--- src/include/cid_pkg.sv ---
// package of opcode fields and decoded operation codes for the compressed decoder
package cid_pkg;

   // ****************************************
   // field positions
   // ****************************************
   localparam int MAJOR_HI = 15;
   localparam int MAJOR_LO = 11;
   localparam int MODE_BIT = 10;      // bit 26 of the 32-bit jump word
   localparam int RRIA_BIT = 4;
   localparam int SAVE_RESTORE_CLASS_BIT = 7;
   localparam int SUB_HI = 7;
   localparam int SUB_LO = 5;
   localparam int I8_HI = 10;
   localparam int I8_LO = 8;
   localparam int RR_HI = 4;
   localparam int RR_LO = 0;
   localparam int F2_HI = 1;
   localparam int F2_LO = 0;

   // ****************************************
   // major opcodes
   // ****************************************
   localparam logic [4:0] MJ_STACK_ADD = 5'h00;
   localparam logic [4:0] MJ_PC_ADD = 5'h01;
   localparam logic [4:0] MJ_BRANCH = 5'h02;
   localparam logic [4:0] MJ_JUMP_LINK = 5'h03;
   localparam logic [4:0] MJ_BEQZ = 5'h04;
   localparam logic [4:0] MJ_BNEZ = 5'h05;
   localparam logic [4:0] MJ_SHIFT = 5'h06;
   localparam logic [4:0] MJ_RRIA = 5'h08;
   localparam logic [4:0] MJ_SHORT_ADD = 5'h09;
   localparam logic [4:0] MJ_SLTI = 5'h0A;
   localparam logic [4:0] MJ_SLTIU = 5'h0B;
   localparam logic [4:0] MJ_IMM8 = 5'h0C;
   localparam logic [4:0] MJ_LI = 5'h0D;
   localparam logic [4:0] MJ_CMPI = 5'h0E;
   localparam logic [4:0] MJ_LB = 5'h10;
   localparam logic [4:0] MJ_LH = 5'h11;
   localparam logic [4:0] MJ_STACK_LW = 5'h12;
   localparam logic [4:0] MJ_LW = 5'h13;
   localparam logic [4:0] MJ_LBU = 5'h14;
   localparam logic [4:0] MJ_LHU = 5'h15;
   localparam logic [4:0] MJ_PC_LW = 5'h16;
   localparam logic [4:0] MJ_SB = 5'h18;
   localparam logic [4:0] MJ_SH = 5'h19;
   localparam logic [4:0] MJ_STACK_SW = 5'h1A;
   localparam logic [4:0] MJ_SW = 5'h1B;
   localparam logic [4:0] MJ_THREE_REG = 5'h1C;
   localparam logic [4:0] MJ_TWO_REG = 5'h1D;
   localparam logic [4:0] MJ_EXTEND = 5'h1E;

   // ****************************************
   // two-register function codes used by name
   // ****************************************
   localparam logic [4:0] RR_JREG = 5'h00;
   localparam logic [4:0] RR_CONVERT = 5'h11;

   // ****************************************
   // reset values
   // ****************************************
   localparam logic RST_VALID = 1'b0;

   // decoded operation
   typedef enum logic [6:0] {
      OP_NONE, OP_STACK_ADD_IMM, OP_PC_ADD_IMM, OP_SHORT_ADD_IMM, OP_ADD_IMM3,
      OP_BRANCH, OP_BEQZ, OP_BNEZ, OP_BRANCH_T_ZERO, OP_BRANCH_T_NONZERO,
      OP_JUMP_LINK, OP_JUMP_LINK_EXCHANGE,
      OP_SLL, OP_SRL, OP_SRA, OP_SLTI, OP_SLTIU, OP_LI, OP_CMPI,
      OP_LB, OP_LH, OP_LW, OP_LBU, OP_LHU, OP_SB, OP_SH, OP_SW,
      OP_STACK_LOAD_WORD, OP_PC_LOAD_WORD, OP_STACK_STORE_WORD,
      OP_STORE_RETURN_ADDR_STACK, OP_ADJUST_STACK_PTR,
      OP_SAVE, OP_RESTORE, OP_MOVE_INTO_FULL_REG, OP_MOVE_FROM_FULL_REG,
      OP_ADDU, OP_SUBU, OP_JUMP_REG, OP_JUMP_REG_RA, OP_JUMP_LINK_REG,
      OP_COMPACT_JUMP_REG, OP_COMPACT_JUMP_REG_RA, OP_COMPACT_JUMP_LINK_REG,
      OP_DEBUG_BREAKPOINT, OP_SLT, OP_SLTU, OP_SLLV, OP_BREAK, OP_SRLV, OP_SRAV,
      OP_CMP, OP_NEG, OP_AND, OP_OR, OP_XOR, OP_NOT,
      OP_MFHI, OP_MFLO, OP_MULT, OP_MULTU, OP_DIV, OP_DIVU,
      OP_ZERO_EXTEND_BYTE, OP_ZERO_EXTEND_HALF, OP_SIGN_EXTEND_BYTE, OP_SIGN_EXTEND_HALF,
      OP_EXTEND
   } cid_op_t;

endpackage : cid_pkg

--- src/rtl/cid_class_dec.sv ---
// sub-class decoder for the jump-register and convert classes
`timescale 1ns/100ps
module cid_class_dec (
   input wire logic [2:0] i_sub,
   input wire logic i_convert,
   output cid_pkg::cid_op_t o_op,
   output logic o_reserved
);
   import cid_pkg::*;

   // ****************************************
   // sub-field tables
   // ****************************************
   // one table picked by class select
   always_comb begin
      o_op = OP_NONE;
      o_reserved = 1'b0;
      if (i_convert) begin
         // RQ10: convert class table
         case (i_sub)
            3'h0: o_op = OP_ZERO_EXTEND_BYTE;
            3'h1: o_op = OP_ZERO_EXTEND_HALF;
            3'h4: o_op = OP_SIGN_EXTEND_BYTE;
            3'h5: o_op = OP_SIGN_EXTEND_HALF;
            default: o_reserved = 1'b1;    // higher-level or reserved
         endcase
      end else begin
         // RQ9: jump register table
         case (i_sub)
            3'h0: o_op = OP_JUMP_REG;
            3'h1: o_op = OP_JUMP_REG_RA;
            3'h2: o_op = OP_JUMP_LINK_REG;
            3'h4: o_op = OP_COMPACT_JUMP_REG;
            3'h5: o_op = OP_COMPACT_JUMP_REG_RA;
            3'h6: o_op = OP_COMPACT_JUMP_LINK_REG;
            default: o_reserved = 1'b1;
         endcase
      end
   end

endmodule : cid_class_dec

--- src/rtl/cid_decoder.sv ---
// registered decoder for the 16-bit compressed instruction set
`timescale 1ns/100ps
// What this block does
// RQ1: jump word bit 26 picks exchange variant
// RQ2: shift function: left, reserved, right, arithmetic
// RQ3: add format bit 4 zero adds immediate
// RQ4: imm8 group functions decoded from bits 10..8
// RQ5: three-register: 01 add, 11 subtract
// RQ6: two-register row 00 column table
// RQ7: rows 10 and 11 tables, others reserved
// RQ8: save/restore chosen by bit 7
// RQ9: jump register class from bits 7..5
// RQ10: convert class from bits 7..5
// RQ11: three add-immediate major opcodes mapped
// RQ12: stack and pc word access opcodes mapped
// RQ13: loads and stores are extensible
// RQ14: save and restore are extensible
// RQ15: immediate arithmetic is extensible
// RQ16: register arithmetic not extensible
// RQ17: breakpoints and extend not extensible
// RQ18: multiply, divide, hi/lo moves not extensible
// RQ19: listed branches are extensible
// RQ20: all jumps not extensible
// RQ21: immediate right shifts extensible, variable not
// RQ22: reserved encodings raise illegal
// RQ23: higher-level encodings raise illegal
// RQ24: major opcode from bits 15..11
// RQ25: one illegal flag beside operation
// RQ26: extend before non-extensible is illegal
module cid_decoder (
   input wire logic i_sys_clk,
   input wire logic i_rstn,
   input wire logic i_valid,
   input wire logic [15:0] i_instr,
   output logic o_valid,
   output cid_pkg::cid_op_t o_op,
   output logic o_extensible,
   output logic o_extended,
   output logic o_illegal
);
   import cid_pkg::*;

   // ****************************************
   // field extraction
   // ****************************************
   logic [4:0] major;
   logic [2:0] i8_funct;
   logic [4:0] rr_funct;
   logic [1:0] f2;
   logic [2:0] sub;
   // prefix and jump word state
   logic ext_pending_r;
   logic ext_pending_nxt;
   logic ext_double_r;
   logic ext_double_nxt;
   logic jal_second_r;
   logic jal_exchange_r;
   cid_op_t op_nxt;
   logic resv_nxt;
   logic extn_nxt;
   cid_op_t class_op;
   logic class_resv;
   logic is_prefix;
   logic is_jal_first;
   // word that produces a result
   logic take_word;

   // RQ24: major opcode row and column
   assign major = i_instr[MAJOR_HI:MAJOR_LO];
   assign i8_funct = i_instr[I8_HI:I8_LO];
   assign rr_funct = i_instr[RR_HI:RR_LO];
   assign f2 = i_instr[F2_HI:F2_LO];
   assign sub = i_instr[SUB_HI:SUB_LO];
   // a word after a jump first half is jump data,
   // so its major field never opens a prefix
   assign is_prefix = (major == MJ_EXTEND) && !jal_second_r;
   assign is_jal_first = (major == MJ_JUMP_LINK) && !jal_second_r;

   // class decoder for jump-register and convert
   // both classes share the sub field, the function picks the table
   cid_class_dec u_class (
      .i_sub(sub),
      .i_convert(rr_funct == RR_CONVERT),
      .o_op(class_op),
      .o_reserved(class_resv)
   );

   // ****************************************
   // combinational decode
   // ****************************************
   // operation, reserved and extensible per word
   always_comb begin
      op_nxt = OP_NONE;
      resv_nxt = 1'b0;
      extn_nxt = 1'b0;
      if (jal_second_r) begin
         // RQ1: second half of jump word
         op_nxt = jal_exchange_r ? OP_JUMP_LINK_EXCHANGE : OP_JUMP_LINK;
      end else begin
         case (major)
            // RQ11: add immediate forms
            MJ_STACK_ADD: begin op_nxt = OP_STACK_ADD_IMM; extn_nxt = 1'b1; end
            MJ_PC_ADD: begin op_nxt = OP_PC_ADD_IMM; extn_nxt = 1'b1; end
            MJ_SHORT_ADD: begin op_nxt = OP_SHORT_ADD_IMM; extn_nxt = 1'b1; end
            // RQ19: extensible branches
            MJ_BRANCH: begin op_nxt = OP_BRANCH; extn_nxt = 1'b1; end
            MJ_BEQZ: begin op_nxt = OP_BEQZ; extn_nxt = 1'b1; end
            MJ_BNEZ: begin op_nxt = OP_BNEZ; extn_nxt = 1'b1; end
            // RQ20: jump word first half
            MJ_JUMP_LINK: op_nxt = OP_NONE;
            // RQ2: shift function field
            MJ_SHIFT: begin
               // RQ21: immediate shifts extensible
               extn_nxt = 1'b1;
               case (f2)
                  2'h0: op_nxt = OP_SLL;
                  2'h2: op_nxt = OP_SRL;
                  2'h3: op_nxt = OP_SRA;
                  default: begin resv_nxt = 1'b1; extn_nxt = 1'b0; end
               endcase
            end
            // RQ3: add format bit 4
            MJ_RRIA: begin
               if (!i_instr[RRIA_BIT]) begin
                  op_nxt = OP_ADD_IMM3;
                  extn_nxt = 1'b1;
               end else begin
                  resv_nxt = 1'b1;
               end
            end
            // RQ15: immediate arithmetic
            MJ_SLTI: begin op_nxt = OP_SLTI; extn_nxt = 1'b1; end
            MJ_SLTIU: begin op_nxt = OP_SLTIU; extn_nxt = 1'b1; end
            MJ_LI: begin op_nxt = OP_LI; extn_nxt = 1'b1; end
            MJ_CMPI: begin op_nxt = OP_CMPI; extn_nxt = 1'b1; end
            // RQ4: imm8 group functions
            MJ_IMM8: begin
               case (i8_funct)
                  3'h0: begin op_nxt = OP_BRANCH_T_ZERO; extn_nxt = 1'b1; end
                  3'h1: begin op_nxt = OP_BRANCH_T_NONZERO; extn_nxt = 1'b1; end
                  3'h2: begin op_nxt = OP_STORE_RETURN_ADDR_STACK; extn_nxt = 1'b1; end
                  3'h3: begin op_nxt = OP_ADJUST_STACK_PTR; extn_nxt = 1'b1; end
                  // RQ8: save or restore by bit 7
                  3'h4: begin
                     op_nxt = i_instr[SAVE_RESTORE_CLASS_BIT] ? OP_SAVE : OP_RESTORE;
                     // RQ14: save/restore extensible
                     extn_nxt = 1'b1;
                  end
                  3'h5: op_nxt = OP_MOVE_INTO_FULL_REG;
                  3'h7: op_nxt = OP_MOVE_FROM_FULL_REG;
                  default: resv_nxt = 1'b1;
               endcase
            end
            // RQ13: loads and stores extensible
            MJ_LB: begin op_nxt = OP_LB; extn_nxt = 1'b1; end
            MJ_LH: begin op_nxt = OP_LH; extn_nxt = 1'b1; end
            MJ_LW: begin op_nxt = OP_LW; extn_nxt = 1'b1; end
            MJ_LBU: begin op_nxt = OP_LBU; extn_nxt = 1'b1; end
            MJ_LHU: begin op_nxt = OP_LHU; extn_nxt = 1'b1; end
            MJ_SB: begin op_nxt = OP_SB; extn_nxt = 1'b1; end
            MJ_SH: begin op_nxt = OP_SH; extn_nxt = 1'b1; end
            MJ_SW: begin op_nxt = OP_SW; extn_nxt = 1'b1; end
            // RQ12: stack and pc word access
            MJ_STACK_LW: begin op_nxt = OP_STACK_LOAD_WORD; extn_nxt = 1'b1; end
            MJ_PC_LW: begin op_nxt = OP_PC_LOAD_WORD; extn_nxt = 1'b1; end
            MJ_STACK_SW: begin op_nxt = OP_STACK_STORE_WORD; extn_nxt = 1'b1; end
            // RQ5: three-register function
            MJ_THREE_REG: begin
               case (f2)
                  2'h1: op_nxt = OP_ADDU;
                  2'h3: op_nxt = OP_SUBU;
                  default: resv_nxt = 1'b1;
               endcase
            end
            // RQ16: register ops not extensible
            MJ_TWO_REG: begin
               // RQ6: two-register row and column
               case (rr_funct)
                  RR_JREG: begin op_nxt = class_op; resv_nxt = class_resv; end
                  5'h01: op_nxt = OP_DEBUG_BREAKPOINT;
                  5'h02: op_nxt = OP_SLT;
                  5'h03: op_nxt = OP_SLTU;
                  5'h04: op_nxt = OP_SLLV;
                  5'h05: op_nxt = OP_BREAK;
                  5'h06: op_nxt = OP_SRLV;
                  5'h07: op_nxt = OP_SRAV;
                  5'h0A: op_nxt = OP_CMP;
                  5'h0B: op_nxt = OP_NEG;
                  5'h0C: op_nxt = OP_AND;
                  5'h0D: op_nxt = OP_OR;
                  5'h0E: op_nxt = OP_XOR;
                  5'h0F: op_nxt = OP_NOT;
                  // RQ7: rows 10 and 11
                  5'h10: op_nxt = OP_MFHI;
                  RR_CONVERT: begin op_nxt = class_op; resv_nxt = class_resv; end
                  5'h12: op_nxt = OP_MFLO;
                  // RQ18: multiply and divide row
                  5'h18: op_nxt = OP_MULT;
                  5'h19: op_nxt = OP_MULTU;
                  5'h1A: op_nxt = OP_DIV;
                  5'h1B: op_nxt = OP_DIVU;
                  default: resv_nxt = 1'b1;
               endcase
            end
            // RQ17: prefix itself not extensible
            MJ_EXTEND: op_nxt = OP_EXTEND;
            // RQ23: higher-level column 7
            default: resv_nxt = 1'b1;
         endcase
      end
   end

   // ****************************************
   // prefix and jump word tracking
   // ****************************************
   // prefix waits for the word it widens; a jump first half is not
   // that word, so a pending prefix rides over it to the second half
   assign ext_pending_nxt = i_valid ? (is_prefix || (is_jal_first && ext_pending_r)) : ext_pending_r;

   // RQ17: prefix ahead of a prefix
   // remembered until the widened word can report it as illegal
   always_comb begin
      ext_double_nxt = ext_double_r;
      if (i_valid) begin
         if (is_prefix) begin
            ext_double_nxt = ext_double_r || ext_pending_r;
         end else if (!is_jal_first) begin
            ext_double_nxt = 1'b0;
         end
      end
   end

   // prefix state
   always_ff @(posedge i_sys_clk or negedge i_rstn) begin
      if (!i_rstn) begin
         ext_pending_r <= 1'b0;
         ext_double_r <= 1'b0;
      end else begin
         ext_pending_r <= ext_pending_nxt;
         ext_double_r <= ext_double_nxt;
      end
   end

   // mode bit sits in the first half; the second half is offset only
   // RQ1: capture mode bit of first half
   always_ff @(posedge i_sys_clk or negedge i_rstn) begin
      if (!i_rstn) begin
         jal_second_r <= 1'b0;
         jal_exchange_r <= 1'b0;
      end else if (i_valid) begin
         jal_second_r <= is_jal_first;
         if (is_jal_first) begin
            jal_exchange_r <= i_instr[MODE_BIT];
         end
      end
   end

   // ****************************************
   // output registers
   // ****************************************
   // outputs other than o_valid move only when a result is made, so a prefix or a
   // jump first half leaves the last result standing
   assign take_word = i_valid && !is_prefix && !is_jal_first;

   // result strobe, one cycle per finished word
   always_ff @(posedge i_sys_clk or negedge i_rstn) begin
      if (!i_rstn) begin
         o_valid <= RST_VALID;
      end else begin
         o_valid <= take_word;
      end
   end

   // decoded operation holds until the next result
   always_ff @(posedge i_sys_clk or negedge i_rstn) begin
      if (!i_rstn) begin
         o_op <= OP_NONE;
      end else if (take_word) begin
         o_op <= op_nxt;
      end
   end

   // prefix flags held beside the operation
   always_ff @(posedge i_sys_clk or negedge i_rstn) begin
      if (!i_rstn) begin
         o_extensible <= 1'b0;
         o_extended <= 1'b0;
      end else if (take_word) begin
         o_extensible <= extn_nxt;
         o_extended <= ext_pending_r;
      end
   end

   // RQ22: reserved encodings illegal
   // RQ25: single illegal indication
   // RQ26: prefix on non-extensible word
   always_ff @(posedge i_sys_clk or negedge i_rstn) begin
      if (!i_rstn) begin
         o_illegal <= 1'b0;
      end else if (take_word) begin
         o_illegal <= resv_nxt || (ext_pending_r && !extn_nxt) || ext_double_r;
      end
   end

endmodule : cid_decoder

--- config.mk ---
export PLATFORM = sky130hd
export DESIGN_NAME = cid_decoder
export DESIGN_NICKNAME = d
export VERILOG_FILES = /design/src/include/cid_pkg.sv /design/src/rtl/cid_class_dec.sv /design/src/rtl/cid_decoder.sv
export SDC_FILE = /design/constraint.sdc
export NUM_CORES = 1
export LEC_CHECK = 0
export BUFFER_PORTS_ARGS = -buffer_cell sky130_fd_sc_hd__buf_2
export CAP_MARGIN = 20
export CORE_UTILIZATION = 55
export CTS_CLUSTER_DIAMETER = 80
export CTS_CLUSTER_SIZE = 16
export DETAILED_ROUTE_END_ITERATION = 16
export PLACE_DENSITY = 0.78
export SLEW_MARGIN = 5
export SYNTH_ARGS = -nofsm -noshare
export SYNTH_HDL_FRONTEND = slang
export SYNTH_HIERARCHICAL = 1
export SYNTH_SLANG_ARGS = --single-unit
--- constraint.sdc ---
create_clock -name i_sys_clk -period 1.9 [get_ports i_sys_clk]
set_input_delay 0.095 -clock i_sys_clk [delete_from_list [all_inputs] [get_ports i_sys_clk]]
set_output_delay 0.095 -clock i_sys_clk [all_outputs]
set_load 0.01 [all_outputs]
-- Word-level counts from Yosys, hierarchy flattened
Index checks and enable logic that the tools add are counted.
- output and inout port bits: 11
- input port bits: 19
- logic and storage cells: 131
- flip-flop bits (word level): 15
- muxes and demuxes: 29
- eq/ne operators: 62
- reduce and logical (&&, ||, !) cells: 31
- operators by type and width (cell ; count):
    7-bit case mux with 27 select lines ; 1
    7-bit case mux with 20 select lines ; 1
    5-bit equality test, second input constant ; 21
    5-bit by 4-bit equality test with 1-bit output, second input constant ; 13
    6-bit case mux with 7 select lines ; 1
    6-bit case mux with 6 select lines ; 1
    5-bit by 3-bit equality test with 1-bit output, second input constant ; 7
    7-bit case mux with 4 select lines ; 1
    23-bit OR reduction ; 1
    21-bit OR reduction ; 1
    5-bit by 2-bit equality test with 1-bit output, second input constant ; 4
    19-bit OR reduction ; 1
    3-bit equality test, second input constant ; 6
    1-bit 2-to-1 mux ; 16
    7-bit 2-to-1 mux ; 2
    4-bit case mux with 3 select lines ; 1
    6-bit case mux with 2 select lines ; 1
    5-bit by 1-bit equality test with 1-bit output, second input constant ; 2
    5-bit logical NOT ; 2
    3-bit by 2-bit equality test with 1-bit output, second input constant ; 3
    7-bit OR reduction ; 1
    3-bit by 1-bit equality test with 1-bit output, second input constant ; 2
    1-bit logical AND ; 6
    3-bit logical NOT ; 2
    16 further kinds ; 25

-- Longest topological paths before layout
- depth in word-level cells: 9
- mapped depth: 12
- depth with buffers taken out: 10

-- Modules after synthesis
The synthesis kept the hierarchy.
- modules (own cells, without submodules) (module ; instances ; sequential area each (µm²) ; cells each ; area an instance (µm²)):
    cid_decoder ; 1 ; 375.4 ; 229 ; 1605.3
    cid_class_dec ; 1 ; 0.0 ; 24 ; 168.9

-- Worst setup path before layout
OpenSTA, ideal clock, no wires.
- path type: input to register
- start point: input i_instr[2]
- end point: register o_op[2]
- slack: 89 ps
- required time: 1824 ps
- data arrival time: 1734 ps
- cell stages on the path: 11
- setup time: 76 ps
- path buffers: 3
- path through: clkbuf_1 -> clkbuf_1 -> nor2_1 -> buf_2 -> a211oi_1 -> nor2b_1 -> o22ai_1 -> nand2_1 -> nand2_1 -> o221a_2 -> o21ai_1
- word-level cells in the longest chain between the ends: 5
- elaborated cells between the ends (all ways): 26
- those cells by class: eq/ne: 20; mux: 4; reduce/logical: 2
- RTL lines (item ; RTL line ; text):
    start, declared ; cid_decoder.sv:34 ; input wire logic [15:0] i_instr,
    5-bit equality test ; cid_decoder.sv:83 ; .i_convert(rr_funct == RR_CONVERT),
    7-bit 2-to-1 mux ; cid_class_dec.sv:18 ; if (i_convert) begin
    net class_op[2] ; cid_decoder.sv:61 ; cid_op_t class_op;
    7-bit case mux with 20 select lines ; cid_decoder.sv:178 ; case (rr_funct)
    7-bit case mux with 27 select lines ; cid_decoder.sv:100 ; case (major)
    7-bit 2-to-1 mux ; cid_decoder.sv:96 ; if (jal_second_r) begin
    end signal, assigned ; cid_decoder.sv:279 ; o_op <= op_nxt;
    end, declared ; cid_decoder.sv:36 ; output cid_pkg::cid_op_t o_op,
The timed path passes the listed nets, and every way through them passes these cells.
A chain may end at the register's enable or synchronous reset.

-- Worst setup path in the final report
- start point: register jal_second_r
- end point: register o_illegal
- word-level cells in the longest chain between the ends: 5
- elaborated cells between the ends (all ways): 13
- those cells by class: mux: 2; reduce/logical: 11
- RTL lines (item ; RTL line ; text):
    start, declared ; cid_decoder.sv:56 ; logic jal_second_r;
    start signal, assigned ; cid_decoder.sv:251 ; jal_second_r <= is_jal_first;
    1-bit logical NOT (*) ; cid_decoder.sv:76, cid_decoder.sv:77 ;
    1-bit logical AND ; cid_decoder.sv:76 ; assign is_prefix = (major == MJ_EXTEND) && !jal_second_r;
    1-bit logical NOT ; cid_decoder.sv:263 ; assign take_word = i_valid && !is_prefix && !is_jal_first;
    1-bit logical AND ; cid_decoder.sv:263 ;
    1-bit logical AND (*) ; cid_decoder.sv:263 ;
    net take_word ; cid_decoder.sv:66 ; logic take_word;
    end signal, assigned ; cid_decoder.sv:301 ; o_illegal <= resv_nxt || (ext_pending_r && !extn_nxt) || ext_double_r;
    end, declared ; cid_decoder.sv:39 ; output logic o_illegal
The timed path passes the listed nets; every way through them passes the cells marked *.

==> reports/summary.txt <==
RSZ-0062 raised after global routing: no
Dpl cells: 321
Status: finished, final reports clean
Die Ht: 58.8 um
Switching share of total power: 0.373
Die W: 58.8 um
Sequential cell area fraction in the yosys report: 0.212
GPL Wtd Cong: 0.885
Register Area: 375 um2
First-pass GRT wire length: 8.12 mm
TritonCTS clock tree: yes
Maximum root-to-sink buffer count: 2
Reg clk slew, reported paths: 0.09 ns
Max_cap viols: 0
Max Transition Viols Final: 0
Synth Area in Simple Gates: 0.291
Slew of the pin with the lowest slew margin: 0.493 ns
Largest net degree at the start of global routing: 24
Clk_lat worst skew: 0.30 ns
Sequential power share: 0.396
Asr flop ratio synth: 1.00
H-tree depth: 1
Post-synth EDFFs: 0
Clock power frac: 0.202
CP required: 2.08 ns
Proportion of synthesized area in mux cells: 0.0310
Ys flop type: dfrtp_1
Fin. Hold Viols: 0
Internal power: 0.000579 W
Synthesized-area fraction occupied by adder cells: 0
Setup TNS: 0 ns
Rel. slew slack: 0.669
Row count: 20
Congestion Overflow GR: 0
IO Port Bufs: 29
Leak: 0.869 nW
Syn Area/Cell: 7.01 um2
Core region area: 0.00305 mm2
DP HPWL: 3.56 mm
Commonest non-fill, non-tap cell in the layout: o21ai_0
Total track usage: 0.304
Die area: 0.00346 mm2
Count of cell types in the netlist: 58
Routed WL per cell: 15.1 um
Initial Util: 0.581
Compound-Gate Fraction of Synth Area: 0.358
Worst-path maximum fanout: 11
Vias in the first global route: 1752
Mapped cell area: 0.00177 mm2
Final non-filler cell total: 326
# DRC: 0
Min-delay worst type: in2reg
CTS sink count: 15
Final setup vio count: 0
Main combinational cell family by area after synthesis: compound AO/OA/AOI/OAI gates
Area grow syn2layout: 14.0%
Skew final: 0.00599 ns
R2R Path Start: jal_second_r
I/O pins: 30
Worst hold start: i_valid
DR pass1 iterations: 5
Crit. End Element: flip-flop
Most frequent cells in the layout: o21ai_0, buf_2, nand2_1, nor2_1, a21oi_1
Crit path kind: reg2reg
Multi-input logic area: 0.00123 mm2
Iter 0 DRT Violations: 182
CTS Buf Count: 3
Layout cells sized above 1: 0.230
Detailed Route WL: 4.93 mm
Yosys reg bits: 15
Setup Fix Bufs, Post-CTS: 0
Post-synthesis xor/xnor area fraction: 0.0148
Final ANT Viol Nets: 0
Via count: 1994
Initial antenna violation count: 0
Vias per cell: 6.12
Comb power frac: 0.402
Filler cell count: 288
Mapped Nets: 272
Crit path DAT: 1.89 ns
Crit path from: jal_second_r
Tcrit/Tclk final: 0.902
Synthesized instance count: 253
VDD IR max: 0.166 mV
Synth warn: 6
Pwr/cell area: 457 mW/mm2
Setup crit start kind: flip-flop
Final Net Count: 302
Maximum achievable frequency: 583 MHz
CTS Root Cell: clkbuf_4
Final min period: 1.71 ns
Antenna diodes: 0
P_sw: 0.000345 W
-- power groups by stage --
| stage | Clock, W | Sequential (W) | Combinational, W |
|---|---|---|---|
| after floorplan | 0 | 0.000382 | 0.000235 |
| after global routing | 0.000202 | 0.000369 | 0.000411 |
| after detailed placement | 0 | 0.000371 | 0.000362 |
| after CTS | 0.000187 | 0.000365 | 0.000366 |
| final | 0.000187 | 0.000366 | 0.000371 |
| after global placement | 0 | 0.000369 | 0.000358 |
-- timing repair --
item,in CTS,in global routing
gates resized for setup,0,0
endpoints found under the hold margin,15,0
hold buffers,1,0
-- worst paths after layout --
| check | end | slack, ns | depth (start not counted) |
|---|---|---|---|
| worst max register to register | o_illegal | 0.19 | 7 |
| min in group asynchronous | o_op[1] | 0.23 | 2 |
| worst min-delay path | jal_second_r | 0.09 | 2 |
| worst min register to register | o_extended | 0.48 | 2 |
| max in group asynchronous | o_op[3] | 1.42 | 2 |
| worst max-delay path | o_illegal | 0.19 | 7 |
-- synth_stat cells, types with 3 or more instances --
cell type / count / area, um2
buf_2: 8 / 40.0
nor3b_1: 4 / 30.0
nand2_1: 26 / 97.6
nor2_1: 21 / 78.8
a21oi_1: 21 / 105
dfrtp_1: 15 / 375
a31oi_1: 5 / 31.3
o21a_1: 4 / 30.0
nor3_1: 5 / 25.0
a21o_1: 3 / 22.5
buf_6: 4 / 45.0
clkbuf_1: 10 / 37.5
o21ai_0: 31 / 155
o22ai_1: 5 / 31.3
o21ai_2: 3 / 26.3
mux2i_1: 4 / 40.0
a32oi_1: 3 / 26.3
nand2b_1: 8 / 50.1
nand3b_1: 5 / 37.5
a211oi_1: 3 / 22.5
nor2b_1: 9 / 56.3
nand3_1: 4 / 20.0
inv_1: 7 / 26.3
-- metal layers --
layer | part of all wire | GRT usage | vias to the layer above | wire length [um]
li1 | - | - | 981 | -
met1 | 0.45 | 0.423 | 898 | 2200
met2 | 0.45 | 0.464 | 104 | 2200
met3 | 0.085 | 0.0593 | 11 | 418
met4 | 0.020 | 0.112 | 0 | 100
met5 | 0 | 0 | - | 0
-- logic make-up (layout without fill, tap and decap cells) --
kind of cell | Yosys count | count (layout)
AND/OR/NAND/NOR | 98 | 98
AO/OA/AOI/OAI | 99 | 99
buffers and inverters | 33 | 62
multiplexers | 5 | 5
flip-flops | 15 | 15
XOR/XNOR | 3 | 3
-- through the flow --
stage	instance area, um2	hold WS [ns]	worst slack (ns)	util	total power, W
2_1_floorplan	1770	-0.201	0.0894	-	0.000617
3_3_place_gp	1990	0.00730	0.0488	0.650	0.000727
3_5_place_dp	1990	0.00934	0.0339	0.650	0.000734
4_1_cts	2020	0.0889	0.184	0.663	0.000918
5_1_grt	2020	0.0877	0.0993	0.663	0.000983
6_report	2020	0.0850	0.186	0.663	0.000924
-- layout make-up --
cell class	count	share of cell area
Clock inverter	1	0.00247
Timing Repair Buffer	49	0.147
Multi-Input combinational cell	205	0.609
Clock buffer	3	0.0111
Inverter	9	0.0179
Sequential cell	15	0.186
Tap cell	44	0.0272
-- worst max-delay path: stages, from the launching register on --
cell,delay (ns)
dfrtp_1,0.39
or4_4,0.43
o21a_1,0.23
o21ai_2,0.07
buf_4,0.21
inv_4,0.07
o21ai_2,0.10
o211ai_1,0.09
-- flip-flops by register name, indices dropped and copies added, names as in the netlist --
| register | flops |
|---|---|
| o_extended | 1 |
| jal_second_r | 1 |
| o_valid | 1 |
| jal_exchange_r | 1 |
| ext_double_r | 1 |
| o_illegal | 1 |
| ext_pending_r | 1 |
| o_extensible | 1 |
| o_op | 7 |
No activity file was read; power rests on OpenSTA's default activity.
